[config.mk]
export PLATFORM = sky130hd
export DESIGN_NAME = stw_scan_limit_watchdog
export DESIGN_NICKNAME = d
export VERILOG_FILES = /design/src/hw/stw_pkg.sv /design/src/hw/stw_scan_limit_watchdog.sv /design/src/hw/stw_tick_div.sv
export SDC_FILE = /design/constraint.sdc
export NUM_CORES = 1
export LEC_CHECK = 0
export ABC_AREA = 1
export BUFFER_PORTS_ARGS = -buffer_cell sky130_fd_sc_hd__buf_2
export CORE_AREA = 2 2 82 84
export CTS_CLUSTER_DIAMETER = 100
export DETAILED_ROUTE_END_ITERATION = 8
export DIE_AREA = 0 0 84 86
export PLACE_DENSITY = 0.58
export SYNTH_ARGS = -nofsm -noshare
export SYNTH_HDL_FRONTEND = slang
export SYNTH_SLANG_ARGS = --single-unit
[constraint.sdc]
create_clock -name core_clk -period 2.4 [get_ports core_clk]
set_clock_uncertainty 0.05 [all_clocks]
set_input_delay 0.12 -clock core_clk [delete_from_list [all_inputs] [get_ports core_clk]]
set_output_delay 0.12 -clock core_clk [all_outputs]
set_load 0.03 [all_outputs]
[src/hw/stw_pkg.sv]
package stw_pkg;

  // Clock rate and tick period.
  localparam int unsigned CLK_HZ        = 20_000_000;
  localparam int unsigned TICK_MS       = 10;
  localparam int unsigned TICK_CYCLES   = CLK_HZ / 1000 * TICK_MS;

  // Timeout setting range, in ticks.
  localparam int unsigned LIMIT_W       = 7;
  localparam logic [6:0]  LIMIT_MIN     = 7'h05;
  localparam logic [6:0]  LIMIT_MAX     = 7'h78;
  // A quarter second is 25 ticks.
  localparam logic [6:0]  LIMIT_DEFAULT = 7'h19;

  typedef enum logic [1:0] {
    STW_ARMED   = 2'b00,
    STW_EXPIRED = 2'b01
  } stw_state_t;

  typedef struct packed {
    logic       load;
    logic [6:0] ticks;
  } stw_load_t;

endpackage

[src/hw/stw_scan_limit_watchdog.sv]
`timescale 1ns/1ps
// Overview of operation
// - The timeout setting accepts 5 to 120 ticks of 10 ms, 50 ms to 1.2 s.
// - A set-timeout command, by level or rising edge, loads N times 10 ms.
// - A scan exceeding the timeout without retrigger shuts the controller.
// - On expiry every I/O point is forced off regardless of the processor.
// - A loaded timeout is kept until it is loaded again or a reset restores the 25-tick default.
// - Without any load the timeout is a quarter of a second.
// - A retrigger command, by level or rising edge, clears the count to 0.
// - Each trigger is a one-shot restart from zero.
// - Unretriggered, the count rises until it equals N and the dog fires.
// - Timing runs in dedicated hardware that software cannot stop.
module stw_scan_limit_watchdog #(
  parameter int unsigned TICK_CYCLES = stw_pkg::TICK_CYCLES
) (
  input  wire logic       core_clk,
  input  wire logic       reset,
  input  wire logic       set_timeout_command,
  input  wire logic [6:0] set_timeout_ticks,
  input  wire logic       set_timeout_edge_mode,
  input  wire logic       retrigger_command,
  input  wire logic       retrigger_edge_mode,
  output logic            controller_halt,
  output logic            io_outputs_off,
  output logic [6:0]      timeout_limit,
  output logic [6:0]      elapsed_ticks,
  output logic            setting_rejected
);

  // Elaboration checks. The divider needs at least two cycles per tick,
  // and the package limits must form a non-empty range that holds the
  // default, otherwise a reset would leave the dog with an illegal limit.
  initial begin
    if (TICK_CYCLES < 2) begin
      $error("stw_scan_limit_watchdog: TICK_CYCLES too small");
    end
    if (stw_pkg::LIMIT_MIN > stw_pkg::LIMIT_MAX) begin
      $error("stw_scan_limit_watchdog: limit range is empty");
    end
    if (stw_pkg::LIMIT_DEFAULT < stw_pkg::LIMIT_MIN ||
        stw_pkg::LIMIT_DEFAULT > stw_pkg::LIMIT_MAX) begin
      $error("stw_scan_limit_watchdog: default limit out of range");
    end
  end

  ////////////////////////////////////////////////////////////////////////////
  // Command qualification.

  logic             set_prev_q;
  logic             rtg_prev_q;
  logic             set_fire;
  logic             rtg_fire;
  logic             tick;
  logic             expire;
  stw_pkg::stw_state_t state_q;
  stw_pkg::stw_load_t  load;

  always_ff @(posedge core_clk or posedge reset) begin
    if (reset) begin
      set_prev_q <= 1'b0;
      rtg_prev_q <= 1'b0;
    end else begin
      set_prev_q <= set_timeout_command;
      rtg_prev_q <= retrigger_command;
    end
  end

  // Edge mode needs the command low on the previous edge. Level mode fires
  // on every high cycle, so a command that is stuck high keeps restarting
  // the count; that is the documented behaviour, and edge mode is the
  // choice for users who want a stuck retrigger line to be caught.
  function automatic logic cmd_fire(input logic edge_mode,
                                    input logic cmd,
                                    input logic prev);
    if (edge_mode) begin
      cmd_fire = cmd & ~prev;
    end else begin
      cmd_fire = cmd;
    end
  endfunction

  always_comb begin
    set_fire   = cmd_fire(set_timeout_edge_mode, set_timeout_command,
                          set_prev_q);
    rtg_fire   = cmd_fire(retrigger_edge_mode, retrigger_command,
                          rtg_prev_q);
    load.load  = set_fire;
    load.ticks = set_timeout_ticks;
  end

  function automatic logic in_range(input logic [6:0] n);
    in_range = (n >= stw_pkg::LIMIT_MIN) && (n <= stw_pkg::LIMIT_MAX);
  endfunction

  ////////////////////////////////////////////////////////////////////////////
  // Timeout limit. Out-of-range settings are refused and the old limit kept,
  // so an out-of-range operand never changes the limit, though its load still restarts the count.

  always_ff @(posedge core_clk or posedge reset) begin
    if (reset) begin
      timeout_limit    <= stw_pkg::LIMIT_DEFAULT;
      setting_rejected <= 1'b0;
    end else if (load.load) begin
      if (in_range(load.ticks)) begin
        timeout_limit    <= load.ticks;
        setting_rejected <= 1'b0;
      end else begin
        setting_rejected <= 1'b1;
      end
    end
  end

  ////////////////////////////////////////////////////////////////////////////
  // Tick divider; a retrigger or any load command, accepted or refused, restarts it with the count.

  stw_tick_div #(
    .CYCLES (TICK_CYCLES)
  ) u_tick (
    .core_clk (core_clk),
    .reset    (reset),
    .restart  (rtg_fire | set_fire),
    .tick     (tick)
  );

  ////////////////////////////////////////////////////////////////////////////
  // Elapsed count and expiry.

  always_ff @(posedge core_clk or posedge reset) begin
    if (reset) begin
      elapsed_ticks <= '0;
    end else if (state_q == stw_pkg::STW_EXPIRED) begin
      elapsed_ticks <= elapsed_ticks;
    end else if (rtg_fire || set_fire) begin
      elapsed_ticks <= '0;
    end else if (tick && elapsed_ticks < timeout_limit) begin
      elapsed_ticks <= elapsed_ticks + 7'h01;
    end
  end

  // Expiry decision. A fire in the same cycle wins over reaching the limit,
  // so a retrigger that lands exactly on time still keeps the machine up.
  always_comb begin
    expire = 1'b0;
    if (state_q == stw_pkg::STW_ARMED && !rtg_fire && !set_fire &&
        elapsed_ticks >= timeout_limit) begin
      expire = 1'b1;
    end
  end

  always_ff @(posedge core_clk or posedge reset) begin
    if (reset) begin
      state_q <= stw_pkg::STW_ARMED;
    end else begin
      unique case (state_q)
        stw_pkg::STW_ARMED: begin
          if (expire) begin
            state_q <= stw_pkg::STW_EXPIRED;
          end
        end
        stw_pkg::STW_EXPIRED: begin
          state_q <= stw_pkg::STW_EXPIRED;
        end
        // An upset state bit is treated as expiry, since failing safe is
        // the whole point of this block.
        default: begin
          state_q <= stw_pkg::STW_EXPIRED;
        end
      endcase
    end
  end

  ////////////////////////////////////////////////////////////////////////////
  // Shutdown outputs. Halt and outputs-off have a flop each so that every
  // pin has its own driver; both set on the same expiry, and only a system
  // reset clears them, whatever the processor does afterwards.

  always_ff @(posedge core_clk or posedge reset) begin
    if (reset) begin
      controller_halt <= 1'b0;
    end else if (expire || state_q != stw_pkg::STW_ARMED) begin
      controller_halt <= 1'b1;
    end
  end

  always_ff @(posedge core_clk or posedge reset) begin
    if (reset) begin
      io_outputs_off <= 1'b0;
    end else if (expire || state_q != stw_pkg::STW_ARMED) begin
      io_outputs_off <= 1'b1;
    end
  end

endmodule

[src/hw/stw_tick_div.sv]
`timescale 1ns/1ps
module stw_tick_div #(
  parameter int unsigned CYCLES = stw_pkg::TICK_CYCLES
) (
  input  wire logic core_clk,
  input  wire logic reset,
  input  wire logic restart,
  output logic      tick
);

  initial begin
    if (CYCLES < 2) begin
      $error("stw_tick_div: CYCLES must be at least 2");
    end
  end

  localparam int unsigned CW = $clog2(CYCLES);

  logic [CW-1:0] cnt_q;

  // Restart realigns the divider so a retrigger always sees a full tick.
  always_ff @(posedge core_clk or posedge reset) begin
    if (reset) begin
      cnt_q <= '0;
      tick  <= 1'b0;
    end else if (restart) begin
      cnt_q <= '0;
      tick  <= 1'b0;
    end else if (cnt_q == CW'(CYCLES - 1)) begin
      cnt_q <= '0;
      tick  <= 1'b1;
    end else begin
      cnt_q <= cnt_q + 1'b1;
      tick  <= 1'b0;
    end
  end

endmodule

# Yosys cells after proc, flatten, opt, wreduce, memory -nomap -nowiden
# Index checks and enable logic that the tools add are counted.
# word_totals
output_inout_bits	17
wordCells	50
reg_bits	39
# classes
n_reduce_logical	14
n_lt_le_gt_ge	4
n_bitwise	6
add_sub_neg	2
eq_ne	3
mux	12
# op_table
cell	count
$mux W18	2
$add A18 B1 Y18 const B	1
$eq A18 B18 Y1 const B	1
$mux W7	2
$add A7 B1 Y7 const B	1
$ge A7 B3 Y1 const B	1
$ge A7 B7 Y1	1
$le A7 B7 Y1 const B	1
$lt A7 B7 Y1	1
$mux W1	6
$logic_and A1 B1 Y1	5
$mux W2	2
$reduce_and A2 Y1	2
$reduce_bool A2 Y1	2
$not A1 Y1	3
$and A1 B1 Y1	2
$eq A2 B1 Y1 const B	1
$logic_not A1 Y1	2
$logic_not A2 Y1	1
$logic_or A1 B1 Y1	2
$ne A2 B2 Y1 const B	1
$or A1 B1 Y1	1

# Depth between registers and ports, before layout
# depth
word_depth	10
depth_mapped	11
mapped_depth_nobuf	11

# Cells and area by module
# Synthesis repeated with hierarchy kept, for this count alone.
# unflattened
hier_cells	271
hier_area_um2	2117.0
# modules_own_cells
module	instances	seq_area_each_um2	area_each_um2	cells_per_inst
stw_scan_limit_watchdog	1	454.2	1124.8	150
stw_tick_div	1	475.5	992.2	121

# Worst setup path before layout
# OpenSTA, ideal clock, no wires.
# synth_path
path_type	register to register
startpoint	reg timeout_limit[4]
endpoint	reg elapsed_ticks[4]
setup_slack_ns	0.613
arrival_ns	1.618
path_stages_with_launch	11
setup_ns	0.119
period_less_slack_ns	1.787
cell_sequence	dfstp_2 -> inv_1 -> ha_1 -> nand2_1 -> nand2_1 -> a21oi_2 -> nand3_1 -> nand2_2 -> nand2_2 -> nand2_1 -> nand2_1
# synth_between
elab_chain_cells	4
# synth_rtl
item	line	text
start, declared	stw_scan_limit_watchdog.sv:25	output logic [6:0] timeout_limit,
start signal, assigned	stw_scan_limit_watchdog.sv:101	timeout_limit <= stw_pkg::LIMIT_DEFAULT;
start signal, assigned	stw_scan_limit_watchdog.sv:105	timeout_limit <= load.ticks;
$lt A7 B7 Y1	stw_scan_limit_watchdog.sv:135	end else if (tick && elapsed_ticks < timeout_limit) begin
$logic_and A1 B1 Y1	stw_scan_limit_watchdog.sv:135	
$reduce_bool A2 Y1 (no line)	--	
$reduce_and A2 Y1 (no line)	--	
end signal, assigned	stw_scan_limit_watchdog.sv:132	elapsed_ticks <= elapsed_ticks;
end signal, assigned	stw_scan_limit_watchdog.sv:136	elapsed_ticks <= elapsed_ticks + 7'h01;
end, declared	stw_scan_limit_watchdog.sv:26	output logic [6:0] elapsed_ticks,
# Every way passes these cells.
# A chain may end at the register's enable or synchronous reset.

# Final worst setup path
# layout_path
startpoint	reg timeout_limit[4]
endpoint	reg elapsed_ticks[1]
# Same word-level chain as after synthesis.

==> flow_summary_export.csv <==
group,metric,value,unit
clock_tree,clk_path_buf_depth,2,
logic_synthesis,synth_top_family_by_area,"simple AND/OR/NAND/NOR gates",
setup_path,end_kind,"flip-flop",
clock_tree,clkTransAtPathRegs,80,ps
logic_synthesis,synth_fa_ha_area_share,5.193,%
die,rows,29,
pwr,max-vdd-ir-drop,0.0003404,V
final_layout,layout_commonest_cell,"nand2_1",
placement,hpwl,3368,um
sta,finalHoldViolCount,0,
die,fp.dieH,86,um
clock_tree,clock-root-buffer,"clkbuf_8",
worst_hold_path,hold_path.class,"in2reg",
setup_path,r2r_slack,620,ps
setup_path,worstPathRequired,2530,ps
sta,rsz0062_at_grt,"false",
pwr,powerDensity,512.5,mW/mm^2
setup_path,r2r-start,"timeout_limit[4]$_DFFE_PP1P_",
die,num_io_pins,30,
global_route,met2_usage,23.93,%
final_layout,mostFrequentLayoutCells,"nand2_1 (74), nor2_1 (39), dfrtp_1 (34), inv_1 (32), buf_2 (29)",
die,initial_core_util,34.54,%
clock_tree,clk_latency,290,ps
clock_tree,cts_tree,"yes",
sta,fin_tns_setup,0,ps
setup_path,endpoint,"elapsed_ticks[1]$_DFFE_PP0P_",
setup_path,cp.arrival,1910,ps
outcome,status,"complete, no violations",
logic_synthesis,ys_seq_area_share,42.87,%
logic_synthesis,synthXorXnorAreaFrac,3.635,%
final_layout,antennaDiodeCount,0,
sta,finalSetupViolCount,0,
clock_tree,cts_setup_buffers,0,
final_layout,final.fill_count,658,
clock_tree,htree_num_levels,2,
logic_synthesis,syn_inst,276,
clock_tree,cts_num_sinks,37,
logic_synthesis,ys_types,34,
sta,fin_crit,1783,ps
worst_hold_path,hold_depth,3,
placement,port_buffers,29,
pwr,leakage,1.198,nW
logic_synthesis,yosys.area_share.simple,37.85,%
placement,place_area,0.002401,sq mm
job,drv_cap,0,
sta,slew_headroom,68.40,%
final_layout,area_growth_syn_to_layout,16.10,%
sta,slew_violations,0,
setup_path,startpoint,"timeout_limit[4]$_DFFE_PP1P_",
final_layout,drive_gt1_share,19.68,%
final_layout,final_net_count,336,
global_route,top_usage_layer,"met2",
clock_tree,cts_hold_buf,3,
clock_tree,cts_resized,0,
routing,via_count,1851,
global_route,grt_use_total,14.06,%
logic_synthesis,syn-cell-area,0.002168,sq mm
routing,drt_iter0_markers,50,
sta,worst_pin_slew,474.0,ps
logic_synthesis,muxShareOfSynthArea,0,%
routing,wl_per_cell,11.61,um
routing,drt_wl_total,4550,um
logic_synthesis,synth.avg_cell_area,7.856,sq um
setup_path,critPathMaxFanout,8,
setup_path,crit_type,"reg2reg",
routing,firstDrtPassIters,4,
placement,pre_cts_slack,619.6,ps
routing,drc,0,
setup_path,reg2reg_depth,10,
clock_tree,numCtsBuffers,5,
die,die_w,84,um
logic_synthesis,synth-compound-area-share,3.116,%
logic_synthesis,synth-seq-cells,37,
routing,via_per_inst,4.722,
sta,holdWs,22.54,ps
sta,min_period_over_period,74.28,%
final_layout,fin_area,0.002517,sq mm
sta,fin_ws,617.3,ps
global_route,overflow,0,
setup_path,r2r_end,"elapsed_ticks[1]$_DFFE_PP0P_",
setup_path,startpoint_type,"flip-flop",
sta,max_freq,560.9,MHz
logic_synthesis,synth_fp_nets,298,
placement,place.gp.congestion,0.8195,
global_route,grt_pass1_wl,8231,um
die,die_area,0.007224,sq mm
routing,ant_nets,0,
global_route,antenna_found_initial,0,
global_route,grt_max_degree,38,
global_route,grt_use_met1,17.88,%
global_route,global_route.usage.met3,3.176,%
die,coreArea,0.006277,sq mm
logic_synthesis,ys_warn_count,0,
global_route,grt_pass1_vias,1786,
[cell type report]
cell class	count	area [sq um]	area share, %
clock buffer	5	68.82	2.734
multi-input combinational	200	1080	42.89
sequential	37	929.6	36.93
tap	77	96.34	3.827
clock inverter	3	17.52	0.6958
inverter	36	135.1	5.368
timing repair buffer	34	190.2	7.555
[routing by layer]
metal | routed length (um) | share of wire, % | up-vias
met5 | 0 | 0 | -
met1 | 2146 | 47 | 859
li1 | - | - | 960
met2 | 2216 | 49 | 26
met3 | 135 | 3.0 | 6
met4 | 52 | 1.1 | 0
[cell usage after synthesis]
library cell	number	share of area [%]
inv_1	32	5.5
nand2_4	1	0.52
or2_1	1	0.29
nand2_1	74	13
nor2_4	1	0.52
o21ai_0	2	0.46
buf_6	1	0.52
xor2_1	8	3.2
xnor2_1	1	0.40
nor3_4	1	0.75
nor2_2	3	0.87
inv_2	2	0.35
nor3_1	5	1.2
buf_2	1	0.23
and3_2	1	0.35
nand3_2	2	0.92
dfstp_2	3	3.6
a31oi_1	1	0.29
buf_4	1	0.35
a21oi_2	1	0.40
o21ai_1	1	0.23
nor2_1	39	6.8
a21oi_1	6	1.4
nand3_1	16	3.7
dfrtp_1	34	39
a211oi_1	1	0.35
clkinv_1	2	0.35
nand3_4	1	0.81
nor4_2	1	0.58
nand4_1	14	4.0
nor3b_1	4	1.4
nand2_2	5	1.4
ha_1	9	5.2
nand4_4	1	0.98
[report_power, final]
part,switching [mW],internal [mW]
clock network,0.233,0.201
registers,0.0206,0.652
logic,0.125,0.0584
total,0.379,0.911
[worst min path at each step]
stage | startpoint | to
finish | set_timeout_ticks[0] | timeout_limit[0]$_DFFE_PP1P_
detailed placement | set_timeout_command | set_prev_q$_DFF_PP0_
CTS | set_timeout_ticks[0] | timeout_limit[0]$_DFFE_PP1P_
floorplan | retrigger_command | rtg_prev_q$_DFF_PP0_
global placement | set_timeout_command | set_prev_q$_DFF_PP0_
global route | set_timeout_ticks[4] | timeout_limit[4]$_DFFE_PP1P_
[state kept, by name, summed over array words and instances, names as in the netlist]
signal	cells
setting_rejected	1
u_tick.cnt_q	18
elapsed_ticks	7
set_prev_q	1
u_tick.tick	1
state_q	1
timeout_limit	7
rtg_prev_q	1
[metrics by stage]
| step | power, mW | util [%] | cells |
|---|---|---|---|
| floorplan | 0.8080 | - | 276 |
| global placement | 0.8640 | 38.25 | 381 |
| detailed placement | 0.8684 | 38.25 | 381 |
| CTS | 1.313 | 40.10 | 392 |
| global route | 1.365 | 40.10 | 392 |
| finish | 1.290 | 40.10 | 392 |
[cell families (layout without fill, tap and decap cells)]
kind of cell               after synthesis  count (layout)
xor gates and xnor gates                 9               9
AOI/OAI and AO/OA                       12              12
adders and majority gates                9               9
and+or+nand+nor                        170             170
DFF                                     37              37
buffers and inverters                   39              78
[worst max-delay path, stage by stage (launching register included)]
cell and delay (ps):
dfstp_2 550, inv_1 40, ha_1 290, nand2_1 60, nand2_1 50, a21oi_2 130, nand3_1 100, nand2_2 140
nand2_2 120, nand2_1 80, nand2_1 60
Power figures use the tool's default switching activity.
